==> src/btsw_pkg.sv <==
// constants, field positions and types shared by the health word block
package btsw_pkg;

  // ==========================================================================
  // timing
  localparam int CLK_HZ      = 40_000_000;
  localparam int UPDATE_HZ   = 100;
  localparam int TICK_CYCLES = CLK_HZ / UPDATE_HZ;
  localparam int INIT_SEC    = 60;
  localparam int INIT_TICKS  = INIT_SEC * UPDATE_HZ;

  // ==========================================================================
  // register port and offsets
  localparam int         ADDR_W     = 8;
  localparam int         DATA_W     = 32;
  localparam logic [7:0] ADR_CTRL   = 8'h00;
  localparam logic [7:0] ADR_THRESH = 8'h04;
  localparam logic [7:0] ADR_MAGOFF = 8'h08;
  localparam logic [7:0] ADR_CMD    = 8'h0c;
  localparam logic [7:0] ADR_STATUS = 8'h10;

  // ==========================================================================
  // control register fields
  localparam int EN_HW        = 0;
  localparam int EN_LINK      = 1;
  localparam int EN_ALGO      = 2;
  localparam int EN_SENS      = 3;
  localparam int CT_TURN      = 4;
  localparam int CT_RESTART   = 5;
  localparam int CT_RATE_LSB  = 8;
  localparam int CT_RATE_W    = 3;
  localparam int CT_KIND      = 12;
  localparam int CMD_DIAG     = 0;
  localparam int CMD_MEAS     = 1;
  localparam logic [31:0] CTRL_MASK = 32'h0000_173f;
  localparam logic [31:0] CTRL_RST  = 32'h0000_000e;
  localparam logic [2:0]  RATE_REQ  = 3'h7;

  // threshold in 1/64 deg/s units, default 10.0 deg/s
  localparam logic [15:0] THRESH_RST = 16'h0280;
  localparam int          LPF_SHIFT  = 3;

  // ==========================================================================
  // health word bit positions
  localparam int HB_FATAL = 0;
  localparam int HB_HWF   = 1;
  localparam int HB_LNKF  = 2;
  localparam int HB_SWF   = 3;
  localparam int HB_ANY   = 8;
  localparam int HB_HWA   = 9;
  localparam int HB_LNKA  = 10;
  localparam int HB_ALGA  = 11;
  localparam int HB_OVRA  = 12;

  // ==========================================================================
  // types
  typedef enum logic [1:0] {
    PKT_ANGLE,
    PKT_SCALED,
    PKT_DIAG
  } btsw_pkt_e;

  typedef enum logic [1:0] {
    PH_INIT,
    PH_RUN,
    PH_HOLD
  } btsw_phase_e;

  // ==========================================================================
  // helpers
  function automatic logic [5:0] btsw_rate_div(input logic [2:0] sel);
    case (sel)
      3'h0:    btsw_rate_div = 6'h01;
      3'h1:    btsw_rate_div = 6'h02;
      3'h2:    btsw_rate_div = 6'h04;
      3'h3:    btsw_rate_div = 6'h05;
      3'h4:    btsw_rate_div = 6'h0a;
      3'h5:    btsw_rate_div = 6'h14;
      default: btsw_rate_div = 6'h32;
    endcase
  endfunction

  function automatic logic [15:0] btsw_abs16(input logic signed [15:0] v);
    btsw_abs16 = v[15] ? 16'(-v) : 16'(v);
  endfunction

endpackage

==> src/btsw_health.sv <==
// health word assembly, phase tracking and packet scheduling
//
// Overview of operation
// - every packet carries the 16-bit health word
// - low byte errors, high byte maskable alerts
// - bit 0 flags a fatal fault
// - bits 1-3: hardware, link, software faults
// - bit 8 set when any enabled alert
// - bit 10 flags missing positioning link
// - bit 12 flags sensor over-range
// - bit 11 flags initialization or high gain
// - each alert type enabled individually
// - optionally bit 11 also follows turn detect
// - turn threshold adjustable, default 10 deg/s
// - filtered yaw over threshold lowers accel gain
// - fixed 100 Hz update rate
// - sixty second high gain start phase
// - periodic packet rates or on request only
// - fetch command returns diagnostic packet
// - angle packet is the default kind
// - magnetic reference switched off for periods
// - restart mode: over-range fatal until quasi-static with over-range cleared
// - no restart: flag over-range, keep running
`timescale 1ns/1ps
module btsw_health #(
  parameter int TICK_CYCLES = btsw_pkg::TICK_CYCLES,
  parameter int INIT_TICKS  = btsw_pkg::INIT_TICKS
) (
  input  wire logic                         sys_clk,
  input  wire logic                         nrst,
  input  wire logic [btsw_pkg::ADDR_W-1:0]  addr,
  input  wire logic [btsw_pkg::DATA_W-1:0]  wdata,
  input  wire logic                         wstrb,
  input  wire logic                         rstrb,
  output logic      [btsw_pkg::DATA_W-1:0]  rdata,
  input  wire logic                         fatal_in,
  input  wire logic                         hw_fault,
  input  wire logic                         link_fault,
  input  wire logic                         sw_fault,
  input  wire logic                         hw_alert_in,
  input  wire logic                         link_absent,
  input  wire logic                         rate_rate_limit_exceeded_flag,
  input  wire logic                         quasi_static,
  input  wire logic [15:0]                  yaw_rate,
  output logic      [15:0]                  health_word,
  output logic                              pkt_stb,
  output btsw_pkg::btsw_pkt_e               pkt_kind,
  output logic      [15:0]                  pkt_health,
  output logic                              high_gain,
  output logic                              accel_gain_low,
  output logic                              mag_ref_on,
  output logic                              update_tick
);
  import btsw_pkg::*;

  typedef struct packed {
    logic [31:0] ctrl;
    logic [15:0] thresh;
    logic [15:0] mag_off;
    btsw_phase_e phase;
    logic [15:0] init_cnt;
    logic [5:0]  rate_cnt;
    logic        diag_pend;
    logic        meas_pend;
    logic [15:0] health;
    logic        pkt_stb;
    btsw_pkt_e   pkt_kind;
    logic [15:0] pkt_health;
    logic        high_gain;
    logic        mag_ref_on;
    logic [31:0] rdata;
  } btsw_state_s;

  localparam btsw_state_s RST_S = '{
    ctrl:       CTRL_RST,
    thresh:     THRESH_RST,
    mag_off:    '0,
    phase:      PH_INIT,
    init_cnt:   16'(INIT_TICKS),
    rate_cnt:   '0,
    diag_pend:  1'b0,
    meas_pend:  1'b0,
    health:     '0,
    pkt_stb:    1'b0,
    pkt_kind:   PKT_ANGLE,
    pkt_health: '0,
    high_gain:  1'b1,
    mag_ref_on: 1'b1,
    rdata:      '0
  };

  btsw_state_s s;
  btsw_state_s next_s;
  logic        tick;
  logic        turn_active;

  // ==========================================================================
  // submodules
  btsw_tick_div #(
    .CYCLES (TICK_CYCLES)
  ) u_div (
    .sys_clk (sys_clk),
    .nrst    (nrst),
    .tick    (tick)
  );

  btsw_turn_detect u_turn (
    .sys_clk  (sys_clk),
    .nrst     (nrst),
    .tick     (tick),
    .yaw_rate (yaw_rate),
    .thresh   (s.thresh),
    .active   (turn_active)
  );

  // ==========================================================================
  // next state
  always_comb begin
    logic [15:0] hw;
    logic        restart;
    logic        fatal_now;
    logic        diag_req;
    logic        meas_req;
    logic        periodic;
    logic [2:0]  rate_sel;
    logic [3:0]  alerts;
    hw        = '0;
    alerts    = '0;
    fatal_now = 1'b0;
    restart   = s.ctrl[CT_RESTART];
    rate_sel  = s.ctrl[CT_RATE_LSB +: CT_RATE_W];
    diag_req  = 1'b0;
    meas_req  = 1'b0;
    periodic  = 1'b0;
    next_s    = s;
    next_s.pkt_stb = 1'b0;
    next_s.rdata   = '0;

    // register writes
    if (wstrb) begin
      if (addr == ADR_CTRL) begin
        next_s.ctrl     = wdata & CTRL_MASK;
      end else if (addr == ADR_THRESH) begin
        next_s.thresh = wdata[15:0];
      end else if (addr == ADR_MAGOFF) begin
        next_s.mag_off = wdata[15:0];
      end else if (addr == ADR_CMD) begin
        diag_req = wdata[CMD_DIAG];
        meas_req = wdata[CMD_MEAS];
      end
    end

    // magnetic reference off-period counts down in update ticks
    if (tick && s.mag_off != '0 && !(wstrb && addr == ADR_MAGOFF)) begin
      next_s.mag_off = s.mag_off - 16'h0001;
    end
    next_s.mag_ref_on = next_s.mag_off == '0;

    // algorithm phase
    case (s.phase)
      PH_INIT: begin
        if (restart && rate_rate_limit_exceeded_flag) begin
          next_s.phase = PH_HOLD;
        end else if (tick) begin
          if (s.init_cnt == '0) begin
            next_s.phase = PH_RUN;
          end else begin
            next_s.init_cnt = s.init_cnt - 16'h0001;
          end
        end
      end
      PH_RUN: begin
        if (restart && rate_rate_limit_exceeded_flag) begin
          next_s.phase = PH_HOLD;
        end
      end
      PH_HOLD: begin
        // restart only once all rates settle, so the bias estimate is clean
        if (quasi_static && !rate_rate_limit_exceeded_flag) begin
          next_s.phase    = PH_INIT;
          next_s.init_cnt = 16'(INIT_TICKS);
        end
      end
      default: begin
        next_s.phase = PH_INIT;
      end
    endcase
    next_s.high_gain = next_s.phase == PH_INIT;

    // health word
    fatal_now = fatal_in || s.phase == PH_HOLD
              || (restart && rate_rate_limit_exceeded_flag);
    hw[HB_FATAL] = fatal_now;
    hw[HB_HWF]   = hw_fault;
    hw[HB_LNKF]  = link_fault;
    hw[HB_SWF]   = sw_fault;
    alerts[EN_HW]   = hw_alert_in;
    alerts[EN_LINK] = link_absent;
    alerts[EN_ALGO] = s.high_gain
                    || (s.ctrl[CT_TURN] && turn_active);
    alerts[EN_SENS] = rate_rate_limit_exceeded_flag;
    alerts = alerts & s.ctrl[EN_HW +: 4];
    hw[HB_HWA]  = alerts[EN_HW];
    hw[HB_LNKA] = alerts[EN_LINK];
    hw[HB_ALGA] = alerts[EN_ALGO];
    hw[HB_OVRA] = alerts[EN_SENS];
    hw[HB_ANY]  = |alerts;
    next_s.health = hw;

    // packet scheduling; a request that meets a busy slot stays pending
    if (tick && rate_sel != RATE_REQ) begin
      if (s.rate_cnt + 6'h01 >= btsw_rate_div(rate_sel)) begin
        periodic        = 1'b1;
        next_s.rate_cnt = '0;
      end else begin
        next_s.rate_cnt = s.rate_cnt + 6'h01;
      end
    end
    // a control write restarts the rate count even in an update cycle
    if (wstrb && addr == ADR_CTRL) begin
      next_s.rate_cnt = '0;
    end
    next_s.diag_pend = s.diag_pend || diag_req;
    next_s.meas_pend = s.meas_pend || meas_req;
    if (periodic) begin
      next_s.pkt_stb  = 1'b1;
      next_s.pkt_kind = s.ctrl[CT_KIND] ? PKT_SCALED : PKT_ANGLE;
    end else if (s.diag_pend) begin
      next_s.pkt_stb   = 1'b1;
      next_s.pkt_kind  = PKT_DIAG;
      next_s.diag_pend = diag_req;
    end else if (s.meas_pend) begin
      next_s.pkt_stb   = 1'b1;
      next_s.pkt_kind  = s.ctrl[CT_KIND] ? PKT_SCALED : PKT_ANGLE;
      next_s.meas_pend = meas_req;
    end
    next_s.pkt_health = hw;

    // register reads, data valid in the following cycle only
    if (rstrb) begin
      if (addr == ADR_CTRL) begin
        next_s.rdata = s.ctrl;
      end else if (addr == ADR_THRESH) begin
        next_s.rdata = {16'h0000, s.thresh};
      end else if (addr == ADR_MAGOFF) begin
        next_s.rdata = {16'h0000, s.mag_off};
      end else if (addr == ADR_CMD) begin
        next_s.rdata = {30'h0000_0000, s.meas_pend, s.diag_pend};
      end else if (addr == ADR_STATUS) begin
        next_s.rdata = {12'h000, s.high_gain, turn_active, s.mag_ref_on,
                        s.phase == PH_HOLD, s.health};
      end
    end
  end

  always_ff @(posedge sys_clk) begin
    if (!nrst) begin
      s <= RST_S;
    end else begin
      s <= next_s;
    end
  end

  // ==========================================================================
  // outputs
  assign rdata          = s.rdata;
  assign health_word    = s.health;
  assign pkt_stb        = s.pkt_stb;
  assign pkt_kind       = s.pkt_kind;
  assign pkt_health     = s.pkt_health;
  assign high_gain      = s.high_gain;
  assign accel_gain_low = turn_active;
  assign mag_ref_on     = s.mag_ref_on;
  assign update_tick    = tick;
endmodule

==> src/btsw_tick_div.sv <==
// fixed-rate update enable divider
`timescale 1ns/1ps
module btsw_tick_div #(
  parameter int CYCLES = btsw_pkg::TICK_CYCLES
) (
  input  wire logic sys_clk,
  input  wire logic nrst,
  output logic      tick
);
  import btsw_pkg::*;

  typedef struct packed {
    logic [31:0] cnt;
    logic        tick;
  } btsw_div_s;

  btsw_div_s s;
  btsw_div_s next_s;

  // ==========================================================================
  // count one update period
  always_comb begin
    next_s      = s;
    next_s.tick = 1'b0;
    if (s.cnt == 32'(CYCLES - 1)) begin
      next_s.cnt  = '0;
      next_s.tick = 1'b1;
    end else begin
      next_s.cnt = s.cnt + 32'h0000_0001;
    end
  end

  always_ff @(posedge sys_clk) begin
    if (!nrst) begin
      s <= '0;
    end else begin
      s <= next_s;
    end
  end

  assign tick = s.tick;
endmodule

==> src/btsw_turn_detect.sv <==
// low-passed yaw rate compared to the turn threshold
`timescale 1ns/1ps
module btsw_turn_detect (
  input  wire logic        sys_clk,
  input  wire logic        nrst,
  input  wire logic        tick,
  input  wire logic [15:0] yaw_rate,
  input  wire logic [15:0] thresh,
  output logic             active
);
  import btsw_pkg::*;

  typedef struct packed {
    logic [15:0] lpf;
    logic        active;
  } btsw_turn_s;

  btsw_turn_s s;
  btsw_turn_s next_s;

  // ==========================================================================
  // first-order filter, stepped once per update
  always_comb begin
    logic signed [16:0] diff;
    logic signed [16:0] sum;
    diff   = '0;
    sum    = '0;
    next_s = s;
    if (tick) begin
      diff = $signed({1'b0, btsw_abs16(yaw_rate)}) - $signed({1'b0, s.lpf});
      sum  = $signed({1'b0, s.lpf}) + (diff >>> LPF_SHIFT);
      next_s.lpf    = sum[15:0];
      next_s.active = sum[15:0] > thresh;
    end
  end

  always_ff @(posedge sys_clk) begin
    if (!nrst) begin
      s <= '0;
    end else begin
      s <= next_s;
    end
  end

  assign active = s.active;
endmodule
==> config.mk <==
export PLATFORM = sky130hd
export DESIGN_NAME = btsw_health
export DESIGN_NICKNAME = d
export VERILOG_FILES = /design/src/btsw_pkg.sv /design/src/btsw_health.sv /design/src/btsw_tick_div.sv /design/src/btsw_turn_detect.sv
export SDC_FILE = /design/constraint.sdc
export NUM_CORES = 1
export LEC_CHECK = 0
export ABC_CLOCK_PERIOD_IN_PS = 5700
export BUFFER_PORTS_ARGS = -buffer_cell sky130_fd_sc_hd__buf_2
export CAP_MARGIN = 5
export CORE_UTILIZATION = 53
export CTS_CLUSTER_DIAMETER = 100
export DETAILED_ROUTE_END_ITERATION = 7
export PLACE_DENSITY = 0.78
export SLEW_MARGIN = 40
export SYNTH_ARGS = -nofsm -noshare
export SYNTH_HDL_FRONTEND = slang
export SYNTH_SLANG_ARGS = --single-unit
==> constraint.sdc <==
create_clock -name sys_clk -period 5.7 [get_ports sys_clk]
set_input_delay 1.14 -clock sys_clk [delete_from_list [all_inputs] [get_ports sys_clk]]
set_output_delay 1.14 -clock sys_clk [all_outputs]
set_load 0.05 [all_outputs]
==> results.json <==
{
  "status": "finished clean",
  "r2r_cells": 22,
  "dpl_cell_area_um2": 10500,
  "cts-buffers-inserted": 17,
  "async_reset_ff_share_pct": 0,
  "num_vias": 8849,
  "synthCells": 1175,
  "antenna_found_initial": 3,
  "startpoint_type": "input port",
  "period_share_pct": 98.2,
  "p_total_mw": 2.81,
  "whs_path_depth": 1,
  "fin_util_pct": 64.8,
  "synth_edf_count": 0,
  "htree_levels": 4,
  "dp_hpwl_mm": 17.5,
  "synth.avg_cell_area_um2": 8.15,
  "timing.final.hold_violations": 0,
  "die_area_um2": 18600,
  "place_ws_ps": -487,
  "multiInputGateArea_um2": 5950,
  "rows": 48,
  "die_y_um": 136,
  "use_met3_pct": 5.70,
  "cts_tree": "yes",
  "fill_cells": 1434,
  "path_max_fanout": 4,
  "drive_above_1_share_pct": 21.1,
  "path_class": "in -> reg",
  "grt.busiest_layer": "met2",
  "worst_pin_slew_ps": 712,
  "crit_arrival_ps": 5890,
  "setup_slack_ps": 103,
  "r2r_start": "u_turn.s[2]$_SDFFE_PN0P_",
  "p_leak_nw": 4.65,
  "max_cap_viol_count": 0,
  "fmax_ghz": 0.179,
  "max-vdd-ir-drop_mv": 0.362,
  "synth.distinct_cells": 69,
  "layout.area.seq_um2": 3040,
  "grt_max_degree": 60,
  "core_area_um2": 17500,
  "min_from": "u_div.s[1]$_SDFF_PP0_",
  "cts_hold_buf": 0,
  "root_buffer": "clkbuf_16",
  "portBuffers": 96,
  "ant_nets": 0,
  "drtPass1Iterations": 5,
  "gr-usage-met2_pct": 42.2,
  "timing.hold.worst.class": "reg -> reg",
  "pin_count": 139,
  "grt_usage_pct": 26.2,
  "die_x_um": 136,
  "synth_top_cell_by_area": "dfxtp_1",
  "required_ps": 5990,
  "final_area_um2": 11300,
  "cts_buffer_depth": 2,
  "clock_latency_ps": 430,
  "clock-sinks": 152,
  "synth_ff_type": "dfxtp_1",
  "grt_overflow": 0,
  "yosysSeqAreaShare_pct": 31.8,
  "finalSetupViolCount": 0,
  "drv_slew": 0,
  "syn2layout_area_growth_pct": 18.1,
  "start_util_pct": 54.8,
  "worst-r2r-setup-slack_ps": 1080,
  "rsz0062_at_grt": "true",
  "synth_top_area_share_pct": 31.8,
  "wire_per_inst_um": 15.9,
  "clkTransAtPathRegs_ps": 60,
  "gp_congestion": 0.908,
  "cp-startpoint": "yaw_rate[1]",
  "netlist_area_um2": 9580,
  "maxSlewHeadroom_pct": 51.8,
  "synth_seq_cells": 152,
  "end_kind": "flip-flop",
  "synth_area_leaders": "dfxtp_1 (32%), ha_1 (8.1%), buf_4 (5.2%)",
  "grt_use_met1_pct": 34.7,
  "grt_pass1_vias": 8094,
  "grt_pass1_wl_mm": 38.7,
  "powerDensity_nw_per_um2": 248,
  "layout.nets": 1433,
  "wl_mm": 24.4,
  "drc": 0,
  "drtIter0Drc": 654,
  "viasPerCell": 5.74,
  "yosys_warnings": 0,
  "finalCriticalPeriod_ps": 5600,
  "finClkSkew_ps": 7.42
}
Yosys cell counts, types with 14 or more instances:
cell type  number
nor2b_1        32
inv_1          53
xnor2_1        52
dfxtp_1       152
xor2_1         33
nor2_1        104
o21ai_0        43
buf_4          66
nor4_1         17
a21oi_1        48
clkbuf_1       30
and2_1         21
ha_1           62
nand2_1       112
a21boi_0       26
o21a_1         14
nand3_1        60
or3_1          15
nor3_1         24
mux2i_1        17
placed cells by master, fill, tap and decap left out, types with 8 or more instances in the layout:
cell and n:
a21oi_1 41, nand4_1 13, nand3b_1 8, xor2_1 32
xnor2_1 51, buf_2 94, o211ai_1 8, nor2b_1 32
nor3_1 22, nand3_1 59, a21boi_0 26, a21oi_2 8
a22oi_1 11, nor2_1 102, a31oi_1 8, ha_1 60
buf_4 91, nor4_1 15, nand2b_1 10, or4_1 10
and3_1 12, conb_1 26, dfxtp_1 152, inv_1 51
or3_1 13, a21o_1 13, and2_1 21, o21ai_0 38
o21a_1 14, mux2i_1 17, clkbuf_16 17, nand2_1 111
metrics by stage:
stage          hold WS [ps]  setup TNS [ps]  std cells
3_3_place_gp            427            -429       1501
4_1_cts                 445               0       1537
5_1_grt                 473            -183       1540
3_5_place_dp            436            -487       1502
6_report                440               0       1541
2_1_floorplan           413           -96.3       1200
layout make-up:
class | instances | share of cell area, %
tap | 225 | 2.49
clock buffer | 19 | 3.91
timing repair buffer | 189 | 10.7
clock inverter | 12 | 1.55
inverter | 53 | 1.89
sequential | 152 | 26.9
antenna | 2 | 0.0442
multi-input combinational | 889 | 52.6
sequential cells by signal (all words and copies together), names as in the netlist:
signal / cells
rdata: 20
mag_ref_on: 1
s: 68
pkt_health: 9
u_turn.active: 1
high_gain: 1
pkt_stb: 1
u_div.s: 32
u_turn.s: 16
pkt_kind: 2
u_div.tick: 1
routing by layer:
metal	part of all wire, %	vias to the layer above
met3	8.1	46
met1	43	4156
met2	47	351
met5	0.037	-
li1	-	4294
met4	1.9	2
critical path: stages:
cell	delay (ps)
buf_12	110
inv_12	40
ha_4	130
nand2b_4	50
or4_4	420
or2_4	300
o21ai_2	150
xnor2_1	90
ha_1	320
a21o_1	180
a21o_1	180
buf_4	140
a21oi_2	140
o31ai_2	100
a21oi_2	150
xnor2_1	80
ha_1	310
nand2_1	90
or3_4	370
o211a_1	240
nor3_2	190
xor2_1	290
ha_2	350
o21a_1	110
o21ai_1	130
o32ai_1	100
final timing paths:
kind                           endpoint
max reg2reg  u_turn.active$_SDFFE_PN0P_
max          u_turn.active$_SDFFE_PN0P_
min reg2reg       u_div.s[1]$_SDFF_PP0_
min               u_div.s[1]$_SDFF_PP0_
what timing repair did:
action / 4_1_cts / 5_1_grt
setup buffers: 4 / 2
pin swaps: 21 / 23
setup endpoints to repair: 1 / 1
resized for setup: 4 / 30
power breakdown:
group | leakage, nW | total [mW] | internal (mW) | switching [mW]
Clock | 0.295 | 1.19 | 0.741 | 0.447
Combinational | 3.12 | 0.546 | 0.242 | 0.304
Sequential | 1.23 | 1.07 | 1.07 | 0.00544
Total | 4.65 | 2.81 | 2.05 | 0.756
cells by family (layout without fill, tap and decap cells):
| kind of cell | count (synthesis) | in the layout | share of synthesized area [%] |
|---|---|---|---|
| and+or+nand+nor | 478 | 478 | 26.2 |
| adders and majority gates | 63 | 63 | 8.31 |
| muxes | 17 | 17 | 1.78 |
| DFF | 152 | 152 | 31.8 |
| buffers and inverters | 159 | 273 | 9.02 |
| AOI/OAI and AO/OA | 220 | 220 | 15.2 |
| xor gates and xnor gates | 85 | 85 | 7.77 |
| other | 1 | 28 | 0.0391 |
Power figures use the tool's default switching activity.
